**src/include/ceg_params.svh**
```systemverilog
// Contract
// RULE1 - Machine ISA, machine env and supervisor env enable bits are writable.
// RULE2 - Effective enable: M uses ISA bit; S adds machine env; U adds supervisor env.
// RULE3 - Reset clears the ISA enable; pc and ddc bounds start as root capabilities.
// RULE4 - With enable zero, pc and ddc bounds are still enforced.
// RULE5 - With enable zero, every capability and hybrid instruction is illegal. The code instead decodes compressed capability encodings as standard.
// RULE6 - With enable zero, CSR instructions on native capability CSRs are illegal.
// RULE7 - With enable zero, widened CSRs are accessed at integer width only.
// RULE8 - Disabling leaves implicit accesses using the last written pc and ddc.
// RULE9 - Data accesses use ddc unless enabled with mode bit zero, then rs1. The code also keeps ddc in debug mode.
// RULE10 - With enable one, native capability CSRs are capability width in both modes.
// RULE11 - Widened CSRs are capability width only with enable one and mode bit zero.
// RULE12 - Enable one, mode one: compressed capability encodings decode as standard.
// RULE13 - Effective enable is recomputed continually and applies from the next instruction.
`ifndef CEG_PARAMS_SVH
`define CEG_PARAMS_SVH

// ****************************************
// Register map
// ****************************************
`define CEG_ADDR_W 4
`define CEG_OFF_CTRL 4'h0
`define CEG_OFF_STATE 4'h4
`define CEG_OFF_IRQ_STAT 4'h8
`define CEG_OFF_IRQ_MASK 4'hC

// ****************************************
// Field positions and reset values
// ****************************************
`define CEG_BIT_ISA 0
`define CEG_BIT_MENV 1
`define CEG_BIT_SENV 2
`define CEG_EN_RST 3'h0
`define CEG_EV_W 3
`define CEG_EV_CAP 0
`define CEG_EV_CSR 1
`define CEG_EV_CHG 2
`define CEG_MASK_RST 3'h0
`define CEG_RESP_OKAY 2'h0
`define CEG_RESP_SLVERR 2'h2

`endif

```
**src/include/ceg_pkg.sv**
```systemverilog
package ceg_pkg;

	typedef enum logic [1:0]
	{
		CEG_PRIV_U = 2'h0,
		CEG_PRIV_S = 2'h1,
		CEG_PRIV_M = 2'h3
	} ceg_priv_t;

	typedef enum logic [1:0]
	{
		CEG_AXW_IDLE = 2'h0,
		CEG_AXW_HAVE = 2'h1,
		CEG_AXW_RESP = 2'h2
	} ceg_axw_t;

endpackage : ceg_pkg

```
**src/design/ceg_enable_calc.sv**
```systemverilog
`timescale 1ns/1ns
`include "ceg_params.svh"

module ceg_enable_calc
(
	// Privilege and enable bits
	input wire logic [1:0] priv_i,
	input wire logic [2:0] en_bits_i,
	// Effective enable
	output logic eff_o
);

	always_comb
	begin
		unique case (priv_i)
			ceg_pkg::CEG_PRIV_M: eff_o = en_bits_i[`CEG_BIT_ISA]; // [RULE2]
			ceg_pkg::CEG_PRIV_S: eff_o = en_bits_i[`CEG_BIT_ISA] & en_bits_i[`CEG_BIT_MENV];
			ceg_pkg::CEG_PRIV_U: eff_o = &en_bits_i;
			// Reserved privilege code: treat as disabled
			default: eff_o = 1'b0;
		endcase
	end

endmodule : ceg_enable_calc

```
**src/design/ceg_csr_width.sv**
```systemverilog
`timescale 1ns/1ns

module ceg_csr_width
(
	// Access class
	input wire logic eff_i,
	input wire logic mode_i,
	input wire logic native_i,
	input wire logic widened_i,
	// Decision
	output logic illegal_o,
	output logic cap_width_o
);

	assign illegal_o = native_i & ~eff_i; // [RULE6]
	// Widened CSRs fall back to integer width as in address mode
	assign cap_width_o = (native_i & eff_i) // [RULE10]
		| (widened_i & eff_i & ~mode_i); // [RULE7] [RULE11]

endmodule : ceg_csr_width

```
**src/design/ceg_gate.sv**
```systemverilog
`timescale 1ns/1ns
`include "ceg_params.svh"

module ceg_gate
(
	// Clock and reset
	input wire logic clk_i,
	input wire logic reset_i,
	// Hart state
	input wire logic [1:0] priv_i,
	input wire logic mode_bit_i,
	input wire logic debug_mode_i,
	// Hart CSR writes of the enable bits
	input wire logic [2:0] en_we_i,
	input wire logic [2:0] en_wdata_i,
	output logic [2:0] en_bits_o,
	// Decode request
	input wire logic req_valid_i,
	input wire logic instr_cap_i,
	input wire logic instr_cap_cmp_i,
	input wire logic csr_req_i,
	input wire logic csr_native_i,
	input wire logic csr_widened_i,
	input wire logic mem_req_i,
	// Decode answer
	output logic resp_valid_o,
	output logic illegal_o,
	output logic use_std_cmp_o,
	output logic csr_cap_width_o,
	output logic auth_ddc_o,
	output logic eff_en_o,
	// Capability state control
	output logic root_load_o,
	output logic bounds_check_o,
	// AXI4-Lite write
	input wire logic [`CEG_ADDR_W-1:0] s_axi_awaddr,
	input wire logic s_axi_awvalid,
	output logic s_axi_awready,
	input wire logic [31:0] s_axi_wdata,
	input wire logic [3:0] s_axi_wstrb,
	input wire logic s_axi_wvalid,
	output logic s_axi_wready,
	output logic [1:0] s_axi_bresp,
	output logic s_axi_bvalid,
	input wire logic s_axi_bready,
	// AXI4-Lite read
	input wire logic [`CEG_ADDR_W-1:0] s_axi_araddr,
	input wire logic s_axi_arvalid,
	output logic s_axi_arready,
	output logic [31:0] s_axi_rdata,
	output logic [1:0] s_axi_rresp,
	output logic s_axi_rvalid,
	input wire logic s_axi_rready,
	// Interrupt
	output logic irq_o
);

	// ****************************************
	// Declarations
	// ****************************************
	logic [2:0] en_bits;
	logic eff_en;
	logic next_eff;
	logic [`CEG_EV_W-1:0] irq_stat;
	logic [`CEG_EV_W-1:0] irq_mask;
	logic [`CEG_EV_W-1:0] ev;
	logic aw_have;
	logic w_have;
	logic [`CEG_ADDR_W-1:0] aw_addr;
	logic [31:0] w_data;
	logic [3:0] w_strb;
	logic wr_do;
	logic wr_ctrl;
	logic wr_ok;
	logic [31:0] rd_val;
	logic rd_ok;
	logic csr_ill;
	logic csr_cw;
	logic cap_ill;
	logic std_cmp;
	logic root_done;

	// ****************************************
	// Effective enable
	// ****************************************
	ceg_enable_calc u_calc
	(
		.priv_i(priv_i),
		.en_bits_i(en_bits),
		.eff_o(next_eff)
	);

	// Registered so a change applies from the next instruction
	always_ff @(posedge clk_i)
	begin
		if (reset_i)
			eff_en <= 1'b0;
		else
			eff_en <= next_eff; // [RULE13]
	end

	// ****************************************
	// Enable bits
	// ****************************************
	assign wr_do = aw_have & w_have & ~s_axi_bvalid;
	assign wr_ctrl = wr_do & (aw_addr == `CEG_OFF_CTRL) & w_strb[0];

	// Hart CSR write wins over a bus write in the same cycle
	always_ff @(posedge clk_i)
	begin
		if (reset_i)
			en_bits <= `CEG_EN_RST; // [RULE3]
		else
		begin
			for (int i = 0; i < 3; i++)
			begin
				if (en_we_i[i])
					en_bits[i] <= en_wdata_i[i]; // [RULE1]
				else if (wr_ctrl)
					en_bits[i] <= w_data[i]; // [RULE1]
			end
		end
	end

	// ****************************************
	// Decode answer
	// ****************************************
	ceg_csr_width u_csr
	(
		.eff_i(eff_en),
		.mode_i(mode_bit_i),
		.native_i(csr_req_i & csr_native_i),
		.widened_i(csr_req_i & csr_widened_i),
		.illegal_o(csr_ill),
		.cap_width_o(csr_cw)
	);

	// Compressed capability-data encodings revert to standard meaning
	assign std_cmp = instr_cap_cmp_i & (~eff_en | mode_bit_i); // [RULE12]
	assign cap_ill = instr_cap_i & ~eff_en & ~std_cmp; // [RULE5]

	always_ff @(posedge clk_i)
	begin
		if (reset_i)
		begin
			resp_valid_o <= 1'b0;
			illegal_o <= 1'b0;
			use_std_cmp_o <= 1'b0;
			csr_cap_width_o <= 1'b0;
			auth_ddc_o <= 1'b1;
		end
		else
		begin
			resp_valid_o <= req_valid_i;
			illegal_o <= req_valid_i & (cap_ill | csr_ill); // [RULE5] [RULE6]
			use_std_cmp_o <= req_valid_i & std_cmp; // [RULE12]
			csr_cap_width_o <= req_valid_i & csr_cw; // [RULE7] [RULE10] [RULE11]
			// Debug mode keeps ddc as the authority
			auth_ddc_o <= ~eff_en | mode_bit_i | debug_mode_i; // [RULE9]
		end
	end

	// ****************************************
	// Capability state control
	// ****************************************
	// The enable never gates pc/ddc checks, so the last written caps keep ruling
	always_ff @(posedge clk_i)
	begin
		if (reset_i)
		begin
			root_done <= 1'b0;
			root_load_o <= 1'b1; // [RULE3]
			bounds_check_o <= 1'b1;
		end
		else
		begin
			root_done <= 1'b1;
			root_load_o <= ~root_done;
			bounds_check_o <= 1'b1; // [RULE4] [RULE8]
		end
	end

	assign en_bits_o = en_bits;
	assign eff_en_o = eff_en;

	// ****************************************
	// Interrupts
	// ****************************************
	assign ev[`CEG_EV_CAP] = req_valid_i & cap_ill;
	assign ev[`CEG_EV_CSR] = req_valid_i & csr_ill;
	assign ev[`CEG_EV_CHG] = next_eff ^ eff_en;

	// Set wins over a write-one clear
	always_ff @(posedge clk_i)
	begin
		if (reset_i)
			irq_stat <= '0;
		else if (wr_do & (aw_addr == `CEG_OFF_IRQ_STAT) & w_strb[0])
			irq_stat <= (irq_stat & ~w_data[`CEG_EV_W-1:0]) | ev;
		else
			irq_stat <= irq_stat | ev;
	end

	always_ff @(posedge clk_i)
	begin
		if (reset_i)
			irq_mask <= `CEG_MASK_RST;
		else if (wr_do & (aw_addr == `CEG_OFF_IRQ_MASK) & w_strb[0])
			irq_mask <= w_data[`CEG_EV_W-1:0];
	end

	assign irq_o = |(irq_stat & irq_mask);

	// ****************************************
	// AXI4-Lite write channel
	// ****************************************
	assign s_axi_awready = ~aw_have;
	assign s_axi_wready = ~w_have;
	assign wr_ok = (aw_addr == `CEG_OFF_CTRL) | (aw_addr == `CEG_OFF_IRQ_STAT)
		| (aw_addr == `CEG_OFF_IRQ_MASK);

	always_ff @(posedge clk_i)
	begin
		if (reset_i)
		begin
			aw_have <= 1'b0;
			aw_addr <= '0;
		end
		else if (s_axi_awvalid & ~aw_have)
		begin
			aw_have <= 1'b1;
			aw_addr <= s_axi_awaddr;
		end
		else if (wr_do)
			aw_have <= 1'b0;
	end

	always_ff @(posedge clk_i)
	begin
		if (reset_i)
		begin
			w_have <= 1'b0;
			w_data <= '0;
			w_strb <= '0;
		end
		else if (s_axi_wvalid & ~w_have)
		begin
			w_have <= 1'b1;
			w_data <= s_axi_wdata;
			w_strb <= s_axi_wstrb;
		end
		else if (wr_do)
			w_have <= 1'b0;
	end

	always_ff @(posedge clk_i)
	begin
		if (reset_i)
		begin
			s_axi_bvalid <= 1'b0;
			s_axi_bresp <= `CEG_RESP_OKAY;
		end
		else if (wr_do)
		begin
			s_axi_bvalid <= 1'b1;
			s_axi_bresp <= wr_ok ? `CEG_RESP_OKAY : `CEG_RESP_SLVERR;
		end
		else if (s_axi_bready)
			s_axi_bvalid <= 1'b0;
	end

	// ****************************************
	// AXI4-Lite read channel
	// ****************************************
	assign s_axi_arready = ~s_axi_rvalid;

	always_comb
	begin
		rd_val = '0;
		rd_ok = 1'b1;
		unique case (s_axi_araddr)
			`CEG_OFF_CTRL: rd_val[2:0] = en_bits;
			`CEG_OFF_STATE: rd_val[4:0] = {priv_i, debug_mode_i, mode_bit_i, eff_en};
			`CEG_OFF_IRQ_STAT: rd_val[`CEG_EV_W-1:0] = irq_stat;
			`CEG_OFF_IRQ_MASK: rd_val[`CEG_EV_W-1:0] = irq_mask;
			default: rd_ok = 1'b0;
		endcase
	end

	always_ff @(posedge clk_i)
	begin
		if (reset_i)
		begin
			s_axi_rvalid <= 1'b0;
			s_axi_rdata <= '0;
			s_axi_rresp <= `CEG_RESP_OKAY;
		end
		else if (s_axi_arvalid & ~s_axi_rvalid)
		begin
			s_axi_rvalid <= 1'b1;
			s_axi_rdata <= rd_val;
			s_axi_rresp <= rd_ok ? `CEG_RESP_OKAY : `CEG_RESP_SLVERR;
		end
		else if (s_axi_rready)
			s_axi_rvalid <= 1'b0;
	end
endmodule : ceg_gate

```
**config.mk**
```make
export PLATFORM = sky130hd
export DESIGN_NAME = ceg_gate
export DESIGN_NICKNAME = d
export VERILOG_FILES = /design/src/include/ceg_pkg.sv /design/src/design/ceg_enable_calc.sv /design/src/design/ceg_csr_width.sv /design/src/design/ceg_gate.sv
export VERILOG_INCLUDE_DIRS = /design/src /design/src/include
export SDC_FILE = /design/constraint.sdc
export NUM_CORES = 1
export LEC_CHECK = 0
export ABC_AREA = 1
export BUFFER_PORTS_ARGS = -buffer_cell sky130_fd_sc_hd__buf_2
export CAP_MARGIN = 20
export CORE_ASPECT_RATIO = 1.5
export CORE_MARGIN = 5
export CORE_UTILIZATION = 25
export CTS_CLUSTER_DIAMETER = 50
export CTS_CLUSTER_SIZE = 25
export DETAILED_ROUTE_END_ITERATION = 6
export SLEW_MARGIN = 10
export SYNTH_ARGS = -nofsm -noshare
export SYNTH_HDL_FRONTEND = slang
export SYNTH_SLANG_ARGS = --single-unit
```
**constraint.sdc**
```tcl
create_clock -name clk_i -period 1.95 [get_ports clk_i]
set_clock_uncertainty 0.2 [all_clocks]
set_input_delay 0 -clock clk_i [delete_from_list [all_inputs] [get_ports clk_i]]
set_output_delay 0 -clock clk_i [all_outputs]
set_load 0.03 [all_outputs]
```
==> results of run 1 <==
worst max path at each step:
stage | slack, ns | end
5_1_grt | 0.008 | aw_addr[1]
3_3_place_gp | 0.40 | en_bits_o[1]
6_report | 0.13 | s_axi_rdata[4]
2_1_floorplan | 0.56 | s_axi_rvalid
3_5_place_dp | 0.36 | en_bits_o[0]
4_1_cts | 0.05 | auth_ddc_o
logic make-up (layout without fill, tap and decap cells):
kind of cell | count (synthesis) | in the layout | share of synthesized area
AO/OA/AOI/OAI | 40 | 40 | 0.118
flip-flops | 36 | 36 | 0.406
buffers and inverters | 61 | 138 | 0.204
AND/OR/NAND/NOR | 105 | 105 | 0.267
other | 2 | 30 | 0.00424
through the flow:
step / hold slack, ns / worst slack [ns] / total power, mW / utilization / std cells
global route: 0.100 / 0.00768 / 1.85 / 0.371 / 427
CTS: 0.0370 / 0.0465 / 1.77 / 0.372 / 428
global placement: 0.0147 / 0.403 / 1.12 / 0.291 / 373
finish: 0.0463 / 0.129 / 1.74 / 0.371 / 427
floorplan: -0.101 / 0.557 / 1.08 / - / 272
detailed placement: 0.0204 / 0.364 / 1.12 / 0.291 / 373
critical path: stages:
cell           delay, ns
dlygate4sd3_1       0.53
buf_2               0.13
nor2_4              0.24
and2_1              0.19
nand3_1             0.08
a21oi_1             0.12
dlygate4sd3_1       0.55
area by class of cell:
cell class / count / area (µm²) / share of cell area
flip-flops and latches: 36 / 721 / 0.282
clock buffers: 7 / 86.3 / 0.0337
repair buffers: 104 / 753 / 0.294
well taps: 78 / 97.6 / 0.0381
multi-input cells: 175 / 796 / 0.311
inverters: 26 / 97.6 / 0.0381
clock inverters: 1 / 7.51 / 0.00293
registers in the layout, summed over array words and instances, names as in the netlist, 3 cells and up:
name and flops:
w_data 3, irq_stat 3, s_axi_rdata 5, aw_addr 4, en_bits_o 3, irq_mask 3
cells in the mapped netlist (2+ instances only):
cell type,n
o21ai_1,8
dfxtp_1,36
inv_1,22
o21ai_0,8
nor2_2,2
buf_6,2
buf_4,31
nand3b_1,3
nor2_1,31
nand3_1,24
nor2_4,2
a21oi_1,21
conb_1,2
nand2_1,36
inv_2,4
nor3_1,2
metal layers:
layer | GRT usage | wire length, µm | up-vias | share of wire
li1 | - | - | 929 | -
met1 | 0.113 | 1880 | 807 | 0.38
met2 | 0.225 | 2640 | 66 | 0.54
met3 | 0.0295 | 344 | 5 | 0.070
met4 | 0.0385 | 63 | 0 | 0.013
met5 | 0 | 0 | - | 0
report_power, final:
part | leakage, nW | switching (mW) | internal, mW
combinational | 0.928 | 0.237 | 0.140
clock | 0.0445 | 0.273 | 0.287
sequential | 0.296 | 0.0301 | 0.773
repair_timing:
| item | in CTS | in global routing |
|---|---|---|
| hold endpoints to repair | 33 | 0 |
| hold buffers | 47 | 0 |
| resized for setup | 0 | 0 |
| setup endpoints to repair | 0 | 1 |
==> results by group, run 1 <==
Status
  • Status: finished clean

Layout
  • Ant diodes: 0
  • Share of layout cells above drive strength 1: 0.215
  • Fillers: 739
  • Final Cell Area: 2560 µm²
  • Most frequent cells in the layout: buf_2 (57), dlygate4sd3_1 (46), nand2_1 (36), dfxtp_1 (36), nor2_1 (31)
  • Layout area overhead: 44.3%
  • Most common cell after layout, fill and taps aside: buf_2
  • Nets: 416

GRT
  • Global-route wire length before repair: 8020 µm
  • Initial antenna violation count: 0
  • Total GRT Usage: 0.114
  • Largest net degree at the start of global routing: 17
  • Total gr overflow: 0
  • Vias in the first global route: 1794

Synthesis
  • Top-area cell type share of the netlist area: 0.406
  • Synth top area cells: dfxtp_1 (41%), buf_4 (13%), nand2_1 (7.6%)
  • Sequential area share after synthesis: 0.406
  • Asr flop ratio synth: 0
  • Synth area leader: dfxtp_1
  • Syn Area/Cell: 7.27 µm²
  • Synth Register Bits: 36
  • Synth Warn #: 0
  • Post-Syn Area: 1770 µm²
  • Distinct cells, synth: 26
  • Mapped Cells: 244
  • Post-synth EDFFs: 0
  • Most used DFF post-synth: dfxtp_1

Detailed routing
  • WL final: 4930 µm
  • 1st-pass router iterations: 4
  • DR iter-0 viols: 86
  • DRC viols: 0
  • Routed length per placed instance: 11.6 µm
  • Vias: 1807
  • Via/cell ratio: 4.23
  • Antenna Nets Post-Route: 0

Setup path
  • Reg2reg setup slack: 0.16 ns
  • Worst Path Max Fanout: 14
  • Reg2Reg Launch Point: eff_en_o
  • Worst EP required: 1.98 ns
  • Arr. time, crit path: 1.85 ns
  • Critical Path End Type: flop
  • Worst R2R End: irq_stat[0]
  • Reg2reg path depth: 5
  • Crit path kind: primary input to flop
  • Crit path from: s_axi_araddr[0]
  • Critical Path Start Type: primary input

Worst hold path
  • Hold Path Class: primary input to flop
  • Hold Crit Depth: 6
  • Hold_sp: s_axi_araddr[3]
  • Worst min-delay path endpoint: s_axi_rdata[0]

STA
  • Slew margin rel.: 0.663
  • Final Slew Violations: 0
  • Final setup violation count: 0
  • Final worst-path cycle share: 0.934
  • Setup TNS: 0 ns
  • Min Tclk post-route: 1.82 ns
  • Slew at the pin closest to its max-slew limit: 0.504 ns
  • Fin. Hold Viols: 0
  • FMAX: 549 MHz
  • Setup repair after global routing missed its margin: no

Clock tree
  • Largest buffer count on any clock path: 2
  • H-Tree Level Count: 2
  • Post-CTS setup buffers: 0
  • Clk root buf: clkbuf_8
  • Clock transition at path regs: 0.07 ns
  • Clock sinks: 36
  • CTS tree: done
  • Clk_lat worst skew: 0.29 ns
  • CTS Buf Count: 5

Floorplanning
  • Die Y: 113 µm
  • Core area: 6900 µm²
  • Die X: 78.8 µm
  • I/O Pins: 121
  • Starting Density: 0.257
  • Std-Cell Rows: 37
  • Die area: 8910 µm²

Placed design
  • Final HPWL DP: 3470 µm
  • Placement Cell Area: 2000 µm²
  • Buffers added on ports: 57
  • Gpl congestion: 0.730

Power and ir drop
  • Pwr dens: 680 nW/µm²
  • P_leak: 1.27 nW
  • Peak supply drop: 0.300 mV

Job
  • Max Cap Viol: 0
Power figures use the tool's default switching activity.
==> run 2: changes to the inputs <==
- ABC_AREA: 1 -> default
- CAP_MARGIN: 20 -> 0
==> run 2 against run 1 <==
Against the previous run:
- via count is 11% lower
- hold slack got worse by 0.029 ns
- critical path depth shrank 3
- largest power group unchanged
- critical path type is now flop to flop
==> results by group, run 2 <==
Status
  • Status: finished clean

Detailed routing
  • DRC viols: 0 (unchanged)
  • WL final: 4880 µm (-1.1%)
  • DR iter-0 viols: 40 (-53%)
  • Routed length per placed instance: 13.6 µm (+18%)
  • 1st-pass router iterations: 4 (unchanged)
  • Vias: 1600 (-11%)
  • Via/cell ratio: 4.46 (+5.3%)
  • Antenna Nets Post-Route: 0 (unchanged)

GRT
  • Largest net degree at the start of global routing: 36 (+19)
  • Vias in the first global route: 1613 (-10%)
  • Total gr overflow: 0 (unchanged)
  • Initial antenna violation count: 0 (unchanged)
  • Total GRT Usage: 0.112 (-0.00253)
  • Global-route wire length before repair: 7800 µm (-2.7%)

Floorplanning
  • Die X: 78.8 µm (about the same)
  • I/O Pins: 121 (unchanged)
  • Starting Density: 0.257 (about the same)
  • Die area: 8920 µm² (about the same)
  • Core area: 6900 µm² (unchanged)
  • Die Y: 113 µm (about the same)
  • Std-Cell Rows: 37 (unchanged)

Layout
  • Ant diodes: 0 (unchanged)
  • Fillers: 722 (-2.3%)
  • Share of layout cells above drive strength 1: 0.253 (+0.0378)
  • Final Cell Area: 2470 µm² (-3.6%)
  • Non-filler cells, final: 359 (-16%)
  • Largest regs: s_axi_rdata: 5 flops, aw_addr: 4 flops
  • Max reg flops: 5 (unchanged)
  • Most frequent cells in the layout: buf_2 (57), dlygate4sd3_1 (38), dfxtp_1 (36)
  • Layout area overhead: 39.1%
  • Nets: 349 (-16%)
  • Most common cell after layout, fill and taps aside: buf_2
  • Most flop-heavy register: s_axi_rdata

Power and ir drop
  • P_leak: 1.11 nW (-12%)
  • Pwr dens: 674 nW/µm² (-0.88%)
  • Tot Pwr: 1.66 mW (-4.4%)
  • Peak supply drop: 0.253 mV (-16%)

Synthesis
  • Post-Synth Simple-Gate Area: 0.209 (-0.0580)
  • Most used DFF post-synth: dfxtp_1
  • Synth top area cells: dfxtp_1 (41%), buf_4 (13%), mux2i_1 (4.5%)
  • Main combinational cell family by area after synthesis: simple AND/OR/NAND/NOR gates
  • Commonest cells post-synth: dfxtp_1 (36), buf_4 (30), nor2_1 (20)
  • Post-synth EDFFs: 0 (unchanged)
  • Count leader, synth: dfxtp_1
  • Post-Syn Area: 1770 µm² (about the same)
  • Syn Area/Cell: 9.44 µm² (+30%)
  • Synth area leader: dfxtp_1
  • Post-synthesis mux area share: 0.0832 (+0.0832)
  • Mapped Cells: 188 (-23%)
  • Post-Synth Adder-Cell Area: 0 (unchanged)
  • XOR/XNOR Fraction of Synth Area: 0 (unchanged)
  • Synth Register Bits: 36 (unchanged)
  • Post-synthesis compound-gate area fraction: 0.131 (+0.0133)
  • Distinct cells, synth: 41 (+58%)
  • Sequential area share after synthesis: 0.406 (about the same)
  • Top-area cell type share of the netlist area: 0.406 (about the same)
  • Asr flop ratio synth: 0 (unchanged)
  • Synth Warn #: 0 (unchanged)

Worst hold path
  • Hold Crit Depth: 2 (-4)
  • Hold_sp: reset_i
  • Hold Path Class: primary input to flop
  • Worst min-delay path endpoint: eff_en_o

Setup path
  • Crit-path leading delay family: buffers and inverters
  • Reg2reg path depth: 4 (-1)
  • Bufs and invs on worst path: 1 (-2)
  • Critical Path End Type: flop
  • Worst R2R End: irq_stat[1]
  • CP max stage delay: 0.59 ns (+0.04 ns)
  • Cell Chain, Critical Path: nor2b_1 -> nand3_1 -> dlygate4sd3_1 -> a311oi_1
  • Crit path kind: flop to flop
  • Reg2Reg Launch Point: eff_en_o
  • Worst EP required: 1.94 ns (-0.04 ns)
  • Worst Path Max Fanout: 8 (-6)
  • Reg2reg setup slack: 0.16 ns (about the same)
  • Arr. time, crit path: 1.79 ns (-0.06 ns)
  • Critical Path Start Type: flop
  • Slowest-stage cell, CP: dlygate4sd3_1

STA
  • FMAX: 557 MHz (+1.5%)
  • Min Hold Slack: 0.0174 ns (-0.0289 ns)
  • Setup TNS: 0 ns (unchanged)
  • Min Tclk post-route: 1.79 ns (-0.0266 ns)
  • Setup repair after global routing missed its margin: no
  • Final Slew Violations: 0 (unchanged)
  • Final worst-path cycle share: 0.920 (-0.0136)
  • Slew margin rel.: 0.581 (-0.0818)
  • Fin. Hold Viols: 0 (unchanged)
  • Slew at the pin closest to its max-slew limit: 0.628 ns (+0.124 ns)
  • Final setup violation count: 0 (unchanged)

Placed design
  • Buffers added on ports: 57 (unchanged)
  • Inst Count DP: 314 (-16%)
  • Gpl congestion: 0.762 (+4.4%)
  • Placement Cell Area: 2010 µm² (+0.25%)
  • Final HPWL DP: 3600 µm (+3.7%)

Clock tree
  • Clk_lat worst skew: 0.28 ns (about the same)
  • H-Tree Level Count: 2 (unchanged)
  • Clock transition at path regs: 0.07 ns (about the same)
  • Clk root buf: clkbuf_8
  • CTS tree: done
  • Largest buffer count on any clock path: 2 (unchanged)
  • Post-CTS setup buffers: 0 (unchanged)
  • Clock sinks: 36 (unchanged)
  • CTS Buf Count: 5 (unchanged)

Job
  • Max Cap Viol: 0 (unchanged)
run 2: changes by cell type in the layout (fill, tap and decap cells not counted), moves of 10 or more:
cell     delta
inv_1      -12
nand3_1    -22
nor2_1     -11
nand2_1    -34
nor2b_1    +10
a21oi_1    -14
run 2: metal layers:
metal / part of all wire / GRT usage
met5: 0 / 0
met4: 0.019 / 0.0467
met3: 0.081 / 0.0350
met2: 0.54 / 0.203
met1: 0.36 / 0.117
run 2: logic make-up after synthesis:
kind of cell           after synthesis
AOI/OAI and AO/OA                   31
buffers and inverters               48
DFF                                 36
muxes                               11
other                                2
and+or+nand+nor                     60
run 2: how the worst max path moves through the flow:
stage             startpoint  cells after the start              end  slack [ns]
6_report            eff_en_o                      4      irq_stat[1]        0.16
5_1_grt             eff_en_o                      4      irq_stat[1]        0.07
4_1_cts        csr_widened_i                      6  csr_cap_width_o        0.04
3_5_place_dp      aw_addr[0]                      3     en_bits_o[0]        0.38
3_3_place_gp      aw_addr[0]                      3     en_bits_o[1]        0.40
2_1_floorplan   s_axi_bvalid                      3      irq_stat[0]        0.43
run 2: what timing repair did:
action,CTS,global route
endpoints found under the hold margin,31,0
hold buffers,39,0
resized for setup,0,0
endpoints found under the setup margin,0,1
run 2: report_power, final:
part	internal [mW]	switching [mW]
combinational	0.145	0.217
sequential	0.770	0.0393
clock	0.243	0.249
run 2: layout make-up:
cell class	count	area [µm²]	share of cell area
clock buffer	6	72.6	0.0294
clock inverter	1	5.00	0.00203
inverter	11	41.3	0.0167
multi-input combinational	132	865	0.350
sequential	36	721	0.292
tap	78	97.6	0.0396
timing repair buffer	95	666	0.270
run 2: metrics by stage:
step / setup WS, ns / util
detailed placement: 0.384 / 0.291
global placement: 0.403 / 0.291
CTS: 0.0422 / 0.359
global route: 0.0718 / 0.358
finish: 0.156 / 0.358
floorplan: 0.425 / -
